<file path="src/agc_regs.svh">
// register offsets, field positions, reset values and timing counts
`ifndef AGC_REGS_SVH
`define AGC_REGS_SVH

`define AGC_OFS_INPUT_GAIN      7'h01
`define AGC_OFS_DAC_GAIN        7'h02

`define AGC_IN_MUTE_BIT         15
`define AGC_IN_GAIN_MSB         14
`define AGC_IN_GAIN_LSB         8
`define AGC_IN_TARGET_MSB       7
`define AGC_IN_TARGET_LSB       5
`define AGC_IN_TC_MSB           4
`define AGC_IN_TC_LSB           1
`define AGC_IN_ENABLE_BIT       0

`define AGC_DAC_LMUTE_BIT       15
`define AGC_DAC_LVOL_MSB        14
`define AGC_DAC_LVOL_LSB        8
`define AGC_DAC_RMUTE_BIT       7
`define AGC_DAC_RVOL_MSB        6
`define AGC_DAC_RVOL_LSB        0

`define AGC_RST_INPUT_GAIN      16'hFF00
`define AGC_RST_DAC_GAIN        16'hFFFF

// per-field reset values
`define AGC_RST_IN_MUTE         1'b1
`define AGC_RST_IN_GAIN         7'h7F
`define AGC_RST_IN_TARGET       3'h0
`define AGC_RST_IN_TC           4'h0
`define AGC_RST_IN_ENABLE       1'b0
`define AGC_RST_DAC_MUTE        1'b1
`define AGC_RST_DAC_VOL         7'h7F

// agc gain ceiling: code 0x77 reads back as +59.5 dB
`define AGC_GAIN_MAX            7'h77

// one millisecond at 50 MHz
`define AGC_CLK_MHZ             50
`define AGC_MS_CYCLES           (`AGC_CLK_MHZ * 1000)

// attack times in ms, selected by the low pair of the time constant field
`define AGC_ATTACK_MS_0         10'h008
`define AGC_ATTACK_MS_1         10'h00B
`define AGC_ATTACK_MS_2         10'h010
`define AGC_ATTACK_MS_3         10'h014

// decay times in ms, selected by the high pair of the time constant field
`define AGC_DECAY_MS_0          10'h064
`define AGC_DECAY_MS_1          10'h0C8
`define AGC_DECAY_MS_2          10'h190
`define AGC_DECAY_MS_3          10'h1F4

`endif

</file>
<file path="src/agc_pkg.sv">
// types shared by the gain control register bank
`default_nettype none
package agc_pkg;
	typedef logic [6:0] agc_gain_t;
	typedef logic [2:0] agc_target_t;
	typedef logic [3:0] agc_tc_t;
endpackage : agc_pkg
`default_nettype wire

</file>
<file path="src/agc_gain_regs.sv">
// audio gain and automatic gain control register bank
`timescale 1ns/1ps
`default_nettype none
`include "agc_regs.svh"

module agc_gain_regs
	import agc_pkg::*;
(
	input  wire logic        mclk,
	input  wire logic        nrst,
	input  wire logic        reg_wr,
	input  wire logic        reg_rd,
	input  wire logic [6:0]  reg_addr,
	input  wire logic [15:0] reg_wdata,
	output var  logic [15:0] reg_rdata,
	input  wire logic        aux_input_selected,
	input  wire logic        level_above_target,
	output var  logic        aux_pga_mute,
	output var  logic [6:0]  aux_pga_gain,
	output var  logic [2:0]  agc_target_out,
	output var  logic        left_dac_mute_out,
	output var  logic [6:0]  left_dac_atten,
	output var  logic        right_dac_mute_out,
	output var  logic [6:0]  right_dac_atten
);

	////////////////////////////////////////////////////////////////////////
	logic        aux_input_mute_q;
	agc_gain_t   aux_input_pga_gain_q;
	agc_target_t auto_gain_target_level_q;
	agc_tc_t     auto_gain_time_constants_q;
	logic        auto_gain_enable_q;
	logic        left_dac_mute_q;
	agc_gain_t   left_dac_volume_q;
	logic        right_dac_mute_q;
	agc_gain_t   right_dac_volume_q;
	agc_gain_t   agc_gain_q;
	logic [24:0] tick_cnt_q;
	logic        agc_active;
	logic        wr_in;
	logic        wr_dac;
	logic [24:0] step_period;

	// register index match, shared by the write decode and the read mux
	function automatic logic addr_hit(input logic [6:0] addr,
		input logic [6:0] ofs);
		addr_hit = (addr == ofs);
	endfunction : addr_hit

	assign agc_active = auto_gain_enable_q && aux_input_selected;
	assign wr_in      = reg_wr && addr_hit(reg_addr, `AGC_OFS_INPUT_GAIN);
	assign wr_dac     = reg_wr && addr_hit(reg_addr, `AGC_OFS_DAC_GAIN);

	// attack period from low pair, decay from high pair, in clock cycles
	function automatic logic [24:0] agc_period(input agc_tc_t tc,
		input logic attack);
		logic [9:0] ms;
		ms = 10'h000;
		if (attack)
			unique case (tc[1:0])
				2'h0: ms = `AGC_ATTACK_MS_0;
				2'h1: ms = `AGC_ATTACK_MS_1;
				2'h2: ms = `AGC_ATTACK_MS_2;
				2'h3: ms = `AGC_ATTACK_MS_3;
			endcase
		else
			unique case (tc[3:2])
				2'h0: ms = `AGC_DECAY_MS_0;
				2'h1: ms = `AGC_DECAY_MS_1;
				2'h2: ms = `AGC_DECAY_MS_2;
				2'h3: ms = `AGC_DECAY_MS_3;
			endcase
		// whole ramp over the full code range, so one step is span/0x77
		agc_period = 25'((32'(ms) * `AGC_MS_CYCLES) / 32'(`AGC_GAIN_MAX));
	endfunction : agc_period

	// cycle counts come from mclk alone, so sample rate does not matter
	assign step_period = agc_period(auto_gain_time_constants_q,
		level_above_target);

	////////////////////////////////////////////////////////////////////////
	// input gain register
	always_ff @(posedge mclk)
	begin
		if (!nrst)
		begin
			aux_input_mute_q           <= `AGC_RST_IN_MUTE;
			aux_input_pga_gain_q       <= `AGC_RST_IN_GAIN;
			auto_gain_target_level_q   <= `AGC_RST_IN_TARGET;
			auto_gain_time_constants_q <= `AGC_RST_IN_TC;
			auto_gain_enable_q         <= `AGC_RST_IN_ENABLE;
		end
		else if (wr_in)
		begin
			aux_input_mute_q           <= reg_wdata[`AGC_IN_MUTE_BIT];
			aux_input_pga_gain_q       <=
				reg_wdata[`AGC_IN_GAIN_MSB:`AGC_IN_GAIN_LSB];
			auto_gain_target_level_q   <=
				reg_wdata[`AGC_IN_TARGET_MSB:`AGC_IN_TARGET_LSB];
			auto_gain_time_constants_q <=
				reg_wdata[`AGC_IN_TC_MSB:`AGC_IN_TC_LSB];
			auto_gain_enable_q         <= reg_wdata[`AGC_IN_ENABLE_BIT];
		end
	end

	////////////////////////////////////////////////////////////////////////
	// dac gain register
	always_ff @(posedge mclk)
	begin
		if (!nrst)
		begin
			left_dac_mute_q    <= `AGC_RST_DAC_MUTE;
			left_dac_volume_q  <= `AGC_RST_DAC_VOL;
			right_dac_mute_q   <= `AGC_RST_DAC_MUTE;
			right_dac_volume_q <= `AGC_RST_DAC_VOL;
		end
		else if (wr_dac)
		begin
			left_dac_mute_q    <= reg_wdata[`AGC_DAC_LMUTE_BIT];
			left_dac_volume_q  <= reg_wdata[`AGC_DAC_LVOL_MSB:`AGC_DAC_LVOL_LSB];
			right_dac_mute_q   <= reg_wdata[`AGC_DAC_RMUTE_BIT];
			right_dac_volume_q <= reg_wdata[`AGC_DAC_RVOL_MSB:`AGC_DAC_RVOL_LSB];
		end
	end

	////////////////////////////////////////////////////////////////////////
	// gain stepping: lower while level is above target, else raise
	always_ff @(posedge mclk)
	begin
		if (!nrst || !agc_active)
		begin
			tick_cnt_q <= 25'h0000000;
			agc_gain_q <= 7'h00;
		end
		else if (tick_cnt_q + 25'h0000001 >= step_period)
		begin
			tick_cnt_q <= 25'h0000000;
			if (level_above_target && agc_gain_q != 7'h00)
				agc_gain_q <= agc_gain_q - 7'h01;
			else if (!level_above_target && agc_gain_q < `AGC_GAIN_MAX)
				agc_gain_q <= agc_gain_q + 7'h01;
		end
		else
			tick_cnt_q <= tick_cnt_q + 25'h0000001;
	end

	////////////////////////////////////////////////////////////////////////
	// analog drive; the agc never mutes
	always_ff @(posedge mclk)
	begin
		if (!nrst)
		begin
			aux_pga_mute       <= `AGC_RST_IN_MUTE;
			aux_pga_gain       <= `AGC_RST_IN_GAIN;
			agc_target_out     <= `AGC_RST_IN_TARGET;
			left_dac_mute_out  <= `AGC_RST_DAC_MUTE;
			left_dac_atten     <= `AGC_RST_DAC_VOL;
			right_dac_mute_out <= `AGC_RST_DAC_MUTE;
			right_dac_atten    <= `AGC_RST_DAC_VOL;
		end
		else
		begin
			aux_pga_mute       <= agc_active ? 1'b0 : aux_input_mute_q;
			aux_pga_gain       <= agc_active ? agc_gain_q
				: aux_input_pga_gain_q;
			agc_target_out     <= auto_gain_target_level_q;
			left_dac_mute_out  <= left_dac_mute_q;
			left_dac_atten     <= left_dac_volume_q;
			right_dac_mute_out <= right_dac_mute_q;
			right_dac_atten    <= right_dac_volume_q;
		end
	end

	////////////////////////////////////////////////////////////////////////
	// read data registered one cycle after the strobe; unmapped reads zero
	always_ff @(posedge mclk)
	begin
		if (!nrst)
			reg_rdata <= 16'h0000;
		else if (reg_rd)
		begin
			if (addr_hit(reg_addr, `AGC_OFS_INPUT_GAIN))
				reg_rdata <= {agc_active ? 1'b0 : aux_input_mute_q,
					agc_active ? agc_gain_q : aux_input_pga_gain_q,
					auto_gain_target_level_q, auto_gain_time_constants_q,
					auto_gain_enable_q};
			else if (addr_hit(reg_addr, `AGC_OFS_DAC_GAIN))
				reg_rdata <= {left_dac_mute_q, left_dac_volume_q,
					right_dac_mute_q, right_dac_volume_q};
			else
				reg_rdata <= 16'h0000;
		end
	end

	////////////////////////////////////////////////////////////////////////
	property p_in_reset;
		@(posedge mclk) !nrst |=> reg_rdata == 16'h0000 && aux_pga_mute;
	endproperty
	a_in_reset: assert property (p_in_reset) else $error("reset values");
	property p_manual;
		@(posedge mclk) disable iff (!nrst)
		!agc_active |=> aux_pga_gain == $past(aux_input_pga_gain_q);
	endproperty
	a_manual: assert property (p_manual) else $error("manual gain");
	property p_agc_drive;
		@(posedge mclk) disable iff (!nrst)
		agc_active |=> !aux_pga_mute && aux_pga_gain == $past(agc_gain_q);
	endproperty
	a_agc_drive: assert property (p_agc_drive) else $error("agc drive");
	property p_ceiling;
		@(posedge mclk) disable iff (!nrst) agc_gain_q <= `AGC_GAIN_MAX;
	endproperty
	a_ceiling: assert property (p_ceiling) else $error("agc over max");
	property p_readback;
		@(posedge mclk) disable iff (!nrst)
		reg_rd && agc_active && reg_addr == `AGC_OFS_INPUT_GAIN
		|=> reg_rdata[14:8] == $past(agc_gain_q) && !reg_rdata[15];
	endproperty
	a_readback: assert property (p_readback) else $error("readback");
	property p_left;
		@(posedge mclk) disable iff (!nrst)
		wr_dac ##2 !$past(wr_dac) |-> left_dac_atten == $past(reg_wdata[14:8], 2);
	endproperty
	a_left: assert property (p_left) else $error("left volume");
	property p_right;
		@(posedge mclk) disable iff (!nrst)
		wr_dac ##2 !$past(wr_dac) |-> right_dac_mute_out == $past(reg_wdata[7], 2)
			&& right_dac_atten == $past(reg_wdata[6:0], 2);
	endproperty
	a_right: assert property (p_right) else $error("right channel");
	property p_hold;
		@(posedge mclk) disable iff (!nrst)
		!wr_in |=> $stable(auto_gain_target_level_q)
			&& $stable(auto_gain_time_constants_q);
	endproperty
	a_hold: assert property (p_hold) else $error("field changed");
	property p_step;
		@(posedge mclk) disable iff (!nrst)
		agc_active && tick_cnt_q + 25'h0000001 < step_period
		|=> $stable(agc_gain_q) || !agc_active;
	endproperty
	a_step: assert property (p_step) else $error("step too early");

	////////////////////////////////////////////////////////////////////////
	// write checks compare against bus data two edges back, so a miswired field shows
	property p_in_mute;
		@(posedge mclk) disable iff (!nrst)
		!agc_active |=> aux_pga_mute == $past(aux_input_mute_q);
	endproperty
	a_in_mute: assert property (p_in_mute) else $error("input mute");
	property p_in_write;
		@(posedge mclk) disable iff (!nrst)
		wr_in ##1 (!wr_in && !agc_active) |=>
			aux_pga_mute == $past(reg_wdata[`AGC_IN_MUTE_BIT], 2)
			&& aux_pga_gain ==
			$past(reg_wdata[`AGC_IN_GAIN_MSB:`AGC_IN_GAIN_LSB], 2);
	endproperty
	a_in_write: assert property (p_in_write) else $error("pga gain");
	property p_target;
		@(posedge mclk) disable iff (!nrst)
		wr_in ##2 !$past(wr_in) |-> agc_target_out ==
			$past(reg_wdata[`AGC_IN_TARGET_MSB:`AGC_IN_TARGET_LSB], 2);
	endproperty
	a_target: assert property (p_target) else $error("target level");
	property p_left_mute;
		@(posedge mclk) disable iff (!nrst)
		wr_dac ##2 !$past(wr_dac) |-> left_dac_mute_out ==
			$past(reg_wdata[`AGC_DAC_LMUTE_BIT], 2);
	endproperty
	a_left_mute: assert property (p_left_mute) else $error("left mute");
	property p_unmapped;
		@(posedge mclk) disable iff (!nrst)
		reg_rd && reg_addr != `AGC_OFS_INPUT_GAIN
			&& reg_addr != `AGC_OFS_DAC_GAIN |=> reg_rdata == 16'h0000;
	endproperty
	a_unmapped: assert property (p_unmapped) else $error("unmapped");
	property p_rd_hold;
		@(posedge mclk) disable iff (!nrst) !reg_rd |=> $stable(reg_rdata);
	endproperty
	a_rd_hold: assert property (p_rd_hold) else $error("read data moved");
	property p_fall;
		@(posedge mclk) disable iff (!nrst)
		agc_active && level_above_target |=> agc_gain_q <= $past(agc_gain_q);
	endproperty
	a_fall: assert property (p_fall) else $error("agc rose on attack");
	property p_rise;
		@(posedge mclk) disable iff (!nrst)
		agc_active && !level_above_target |=> agc_gain_q >= $past(agc_gain_q);
	endproperty
	a_rise: assert property (p_rise) else $error("agc fell on decay");
	// one 0.5 dB code per step, never a jump
	property p_one_step;
		@(posedge mclk) disable iff (!nrst)
		agc_active |=> agc_gain_q == $past(agc_gain_q)
			|| agc_gain_q == $past(agc_gain_q) + 7'h01
			|| agc_gain_q == $past(agc_gain_q) - 7'h01;
	endproperty
	a_one_step: assert property (p_one_step) else $error("agc jump");

endmodule : agc_gain_regs
`default_nettype wire

</file>
<file path="config.mk">
export PLATFORM = sky130hd
export DESIGN_NAME = agc_gain_regs
export DESIGN_NICKNAME = d
export VERILOG_FILES = /design/src/agc_pkg.sv /design/src/agc_gain_regs.sv
export VERILOG_INCLUDE_DIRS = /design/src
export SDC_FILE = /design/constraint.sdc
export NUM_CORES = 1
export LEC_CHECK = 0
export ABC_CLOCK_PERIOD_IN_PS = 37800
export BUFFER_PORTS_ARGS = -buffer_cell sky130_fd_sc_hd__buf_2
export CORE_UTILIZATION = 50
export CTS_BUF_LIST = sky130_fd_sc_hd__clkbuf_4
export DETAILED_ROUTE_END_ITERATION = 16
export PLACE_DENSITY = 0.65
export REMOVE_ABC_BUFFERS = 1
export SLEW_MARGIN = 20
export SYNTH_ARGS = -nofsm -noshare
export SYNTH_HDL_FRONTEND = slang
export SYNTH_SLANG_ARGS = --single-unit
</file>
<file path="constraint.sdc">
create_clock -name mclk -period 37.8 [get_ports mclk]
set_input_delay 1.89 -clock mclk [delete_from_list [all_inputs] [get_ports mclk]]
set_output_delay 1.89 -clock mclk [all_outputs]
set_load 0.01 [all_outputs]
</file>
==> metrics.txt <==
critical path capture point type register; Final HPWL DP 32500 um; final hold violations 0; Synth warnings 0; CP arrival 28260 ps; Worst Setup SP level_above_target; root buffer cell clkbuf_4; Die Ht 168 um; final setup vio count 0; Post-synth EDFFs 0; minimum clock period 27860 ps; Post-CTS Setup Inserts 0; critical path required time 38200 ps; Highest Clock Rate 35.9 MHz; CTS buffer count 9; clk slew on worst S/H paths 170 ps; area added between synthesis and finish 5.61%; first-pass GRT wire length 65500 um; ys flop type dfxtp_1; worst reg-to-reg setup slack 10970 ps; Syn Area/Cell 7.83 um^2; Crit Reg-Reg Startpoint auto_gain_time_constants_q[2]$_SDFFE_PN0P_; DRT Pass-1 Iters 5; Post-synth ARST share 0%; DIE WIDTH 168 um; share of cells above drive strength 1 12.4%; Reg2Reg Depth 98; Unique masters post-synth 135; sequential share of the synthesized area 15.6%; gr busiest metal met2; grt total ovfl 0; Layout Nets 1933; initial drt markers 987; worst-case clock buffer depth 2; max-cap viol count 0; Sink Count 107; dpl ws 9720 ps; Setup Crit Path Kind input port to register; # IOs 72; H-tree depth 3; clk_skew 24.5 ps; relative slew slack 25.9%; vias per std cell 6.51; Max Slew Vio Count 0; met1 Usage GRT 37.1%; # rows 60; Crit-path slowest cell mux2i_1; placer congestion estimate 0.977; core area 0.0270 mm^2; via count 13900; final worst path period share 73.7%; pin count of the biggest net entering global routing 77; CTS tree built; R2R Path End tick_cnt_q[4]$_SDFF_PP0_; initial core utilization 51.0%; Hold Crit Class register to register; crit path to tick_cnt_q[4]$_SDFF_PP0_; total routed wirelength 41000 um; die area 0.0281 mm^2; worst-skew pair later-pin latency 470 ps; Cells after Synth 1753; Wirelength per Cell 19.2 um; synthesized area 0.0137 mm^2; CTS Hold Bufs 0; Synth Register Bits 107; post-route ant nets 0; slowest stage delay, CP 690 ps; # DRC 0; unrepaired setup endpoints after global routing false; Port Buf Inserts 71; crit-path max FO 20; Tightest Pin Transition 1100 ps; status finished clean; Setup WS post-layout 9940 ps; Fin Hold WS 485 ps; post-cts sizing count 0; met3 global-route usage 5.01%; vias in the first global route 12700; Startpoint Class input port; setup TNS 0 ps; GR Util met2 46.6%; antenna violations before repair 2; GRT Overall Usage 28.4%
==> synthesized netlist by cell type, types with 27 or more instances <==
| cell type | instances | area (um^2) |
|---|---|---|
| dfxtp_1 | 107 | 2140 |
| nand2b_1 | 29 | 181 |
| nor2_1 | 126 | 473 |
| ha_1 | 98 | 1230 |
| xnor2_1 | 72 | 631 |
| nand4_1 | 29 | 181 |
| xor2_1 | 31 | 272 |
| a21o_1 | 29 | 218 |
| nor3_1 | 41 | 205 |
| clkbuf_1 | 31 | 116 |
| mux2i_1 | 31 | 310 |
| and2_1 | 31 | 194 |
| o211ai_1 | 36 | 270 |
| a21oi_1 | 77 | 385 |
| o21ai_1 | 27 | 135 |
| o21ai_0 | 47 | 235 |
| nand3_1 | 74 | 370 |
| nand2_1 | 212 | 796 |
| nor2b_1 | 29 | 181 |
| inv_1 | 62 | 233 |
==> cells by family (layout without fill, tap and decap cells) <==
kind of cell | count (synthesis) | in the layout | share of synthesized area (%)
flip-flops | 107 | 107 | 15.6
AO/OA/AOI/OAI | 536 | 536 | 31.8
AND/OR/NAND/NOR | 715 | 715 | 26.6
adder cells (fa/ha/maj) | 114 | 114 | 11.0
buffers and inverters | 121 | 162 | 3.68
XOR/XNOR | 111 | 111 | 7.52
other | 1 | 6 | 0.0273
multiplexers | 48 | 48 | 3.78
==> final cells by class <==
class | count | area, um^2
Fill cell | 2641 | 12400
Multi-Input combinational cell | 1529 | 11100
Sequential cell | 107 | 2140
Tap cell | 341 | 427
Timing Repair Buffer | 79 | 415
Inverter | 67 | 254
Clock inverter | 7 | 82.6
Clock buffer | 9 | 67.6
Antenna cell | 1 | 2.50
==> per-stage QoR <==
| stage | cell area (um^2) | instances | utilization [%] |
|---|---|---|---|
| after floorplan | 13500 | 1703 | - |
| after CTS | 14500 | 2139 | 53.8 |
| after detailed placement | 14300 | 2123 | 53.2 |
| final | 14500 | 2140 | 53.8 |
| after global placement | 14300 | 2123 | 53.2 |
| after global routing | 14500 | 2139 | 53.8 |
==> per-layer routing <==
| metal | vias up | wire [um] |
|---|---|---|
| met5 | - | 23 |
| met4 | 4 | 1400 |
| met3 | 93 | 2630 |
| met2 | 521 | 18900 |
| met1 | 6586 | 18000 |
| li1 | 6729 | - |
==> worst min-delay path by stage <==
stage | startpoint | slack (ps) | endpoint | cells after the start
after global routing | right_dac_volume_q[4]$_SDFFE_PN1P_ | 500 | right_dac_atten[4]$_SDFF_PN1_ | 1
after global placement | right_dac_volume_q[4]$_SDFFE_PN1P_ | 450 | right_dac_atten[4]$_SDFF_PN1_ | 1
after detailed placement | left_dac_volume_q[4]$_SDFFE_PN1P_ | 450 | left_dac_atten[4]$_SDFF_PN1_ | 1
after CTS | aux_input_pga_gain_q[2]$_SDFFE_PN1P_ | 490 | aux_input_pga_gain_q[2]$_SDFFE_PN1P_ | 2
after floorplan | left_dac_volume_q[0]$_SDFFE_PN1P_ | 430 | left_dac_atten[0]$_SDFF_PN1_ | 1
final | aux_input_pga_gain_q[4]$_SDFFE_PN1P_ | 480 | aux_input_pga_gain_q[4]$_SDFFE_PN1P_ | 2
==> cells in the final DEF (no fill, tap or decap), drive strengths merged, types with 30 or more instances in the layout <==
master  Yosys  layout
o211ai     38      38
and2       33      33
inv        67      70
nand2     214     214
ha         98      98
a21oi      86      86
a21o       30      30
nand4      30      30
buf        23      79
xor2       32      32
nor2      127     127
nand3      74      74
xnor2      79      79
nor3       46      46
dfxtp     107     107
o21ai      82      82
mux2i      33      33
==> critical path, delay by kind of cell <==
family          cells  cell delay, ps
fa+ha+maj          10            3050
simple gates       28            7660
compound gates     46           11760
buf+inv             6            1130
mux                 4            1810
xor+xnor            3             880
==> flip-flops by register name, indices dropped and copies added, names as in the netlist, 3 cells and up <==
register and count:
reg_rdata 16, tick_cnt_q 25, left_dac_volume_q 7, left_dac_atten 7, auto_gain_time_constants_q 4, aux_input_pga_gain_q 7, right_dac_atten 7, agc_target_out 3
agc_gain_q 7, aux_pga_gain 7, right_dac_volume_q 7, auto_gain_target_level_q 3
Power is left out: the tool's default activity adds up to more than one toggle a clock period on the data nets, which glitch-free logic cannot reach.
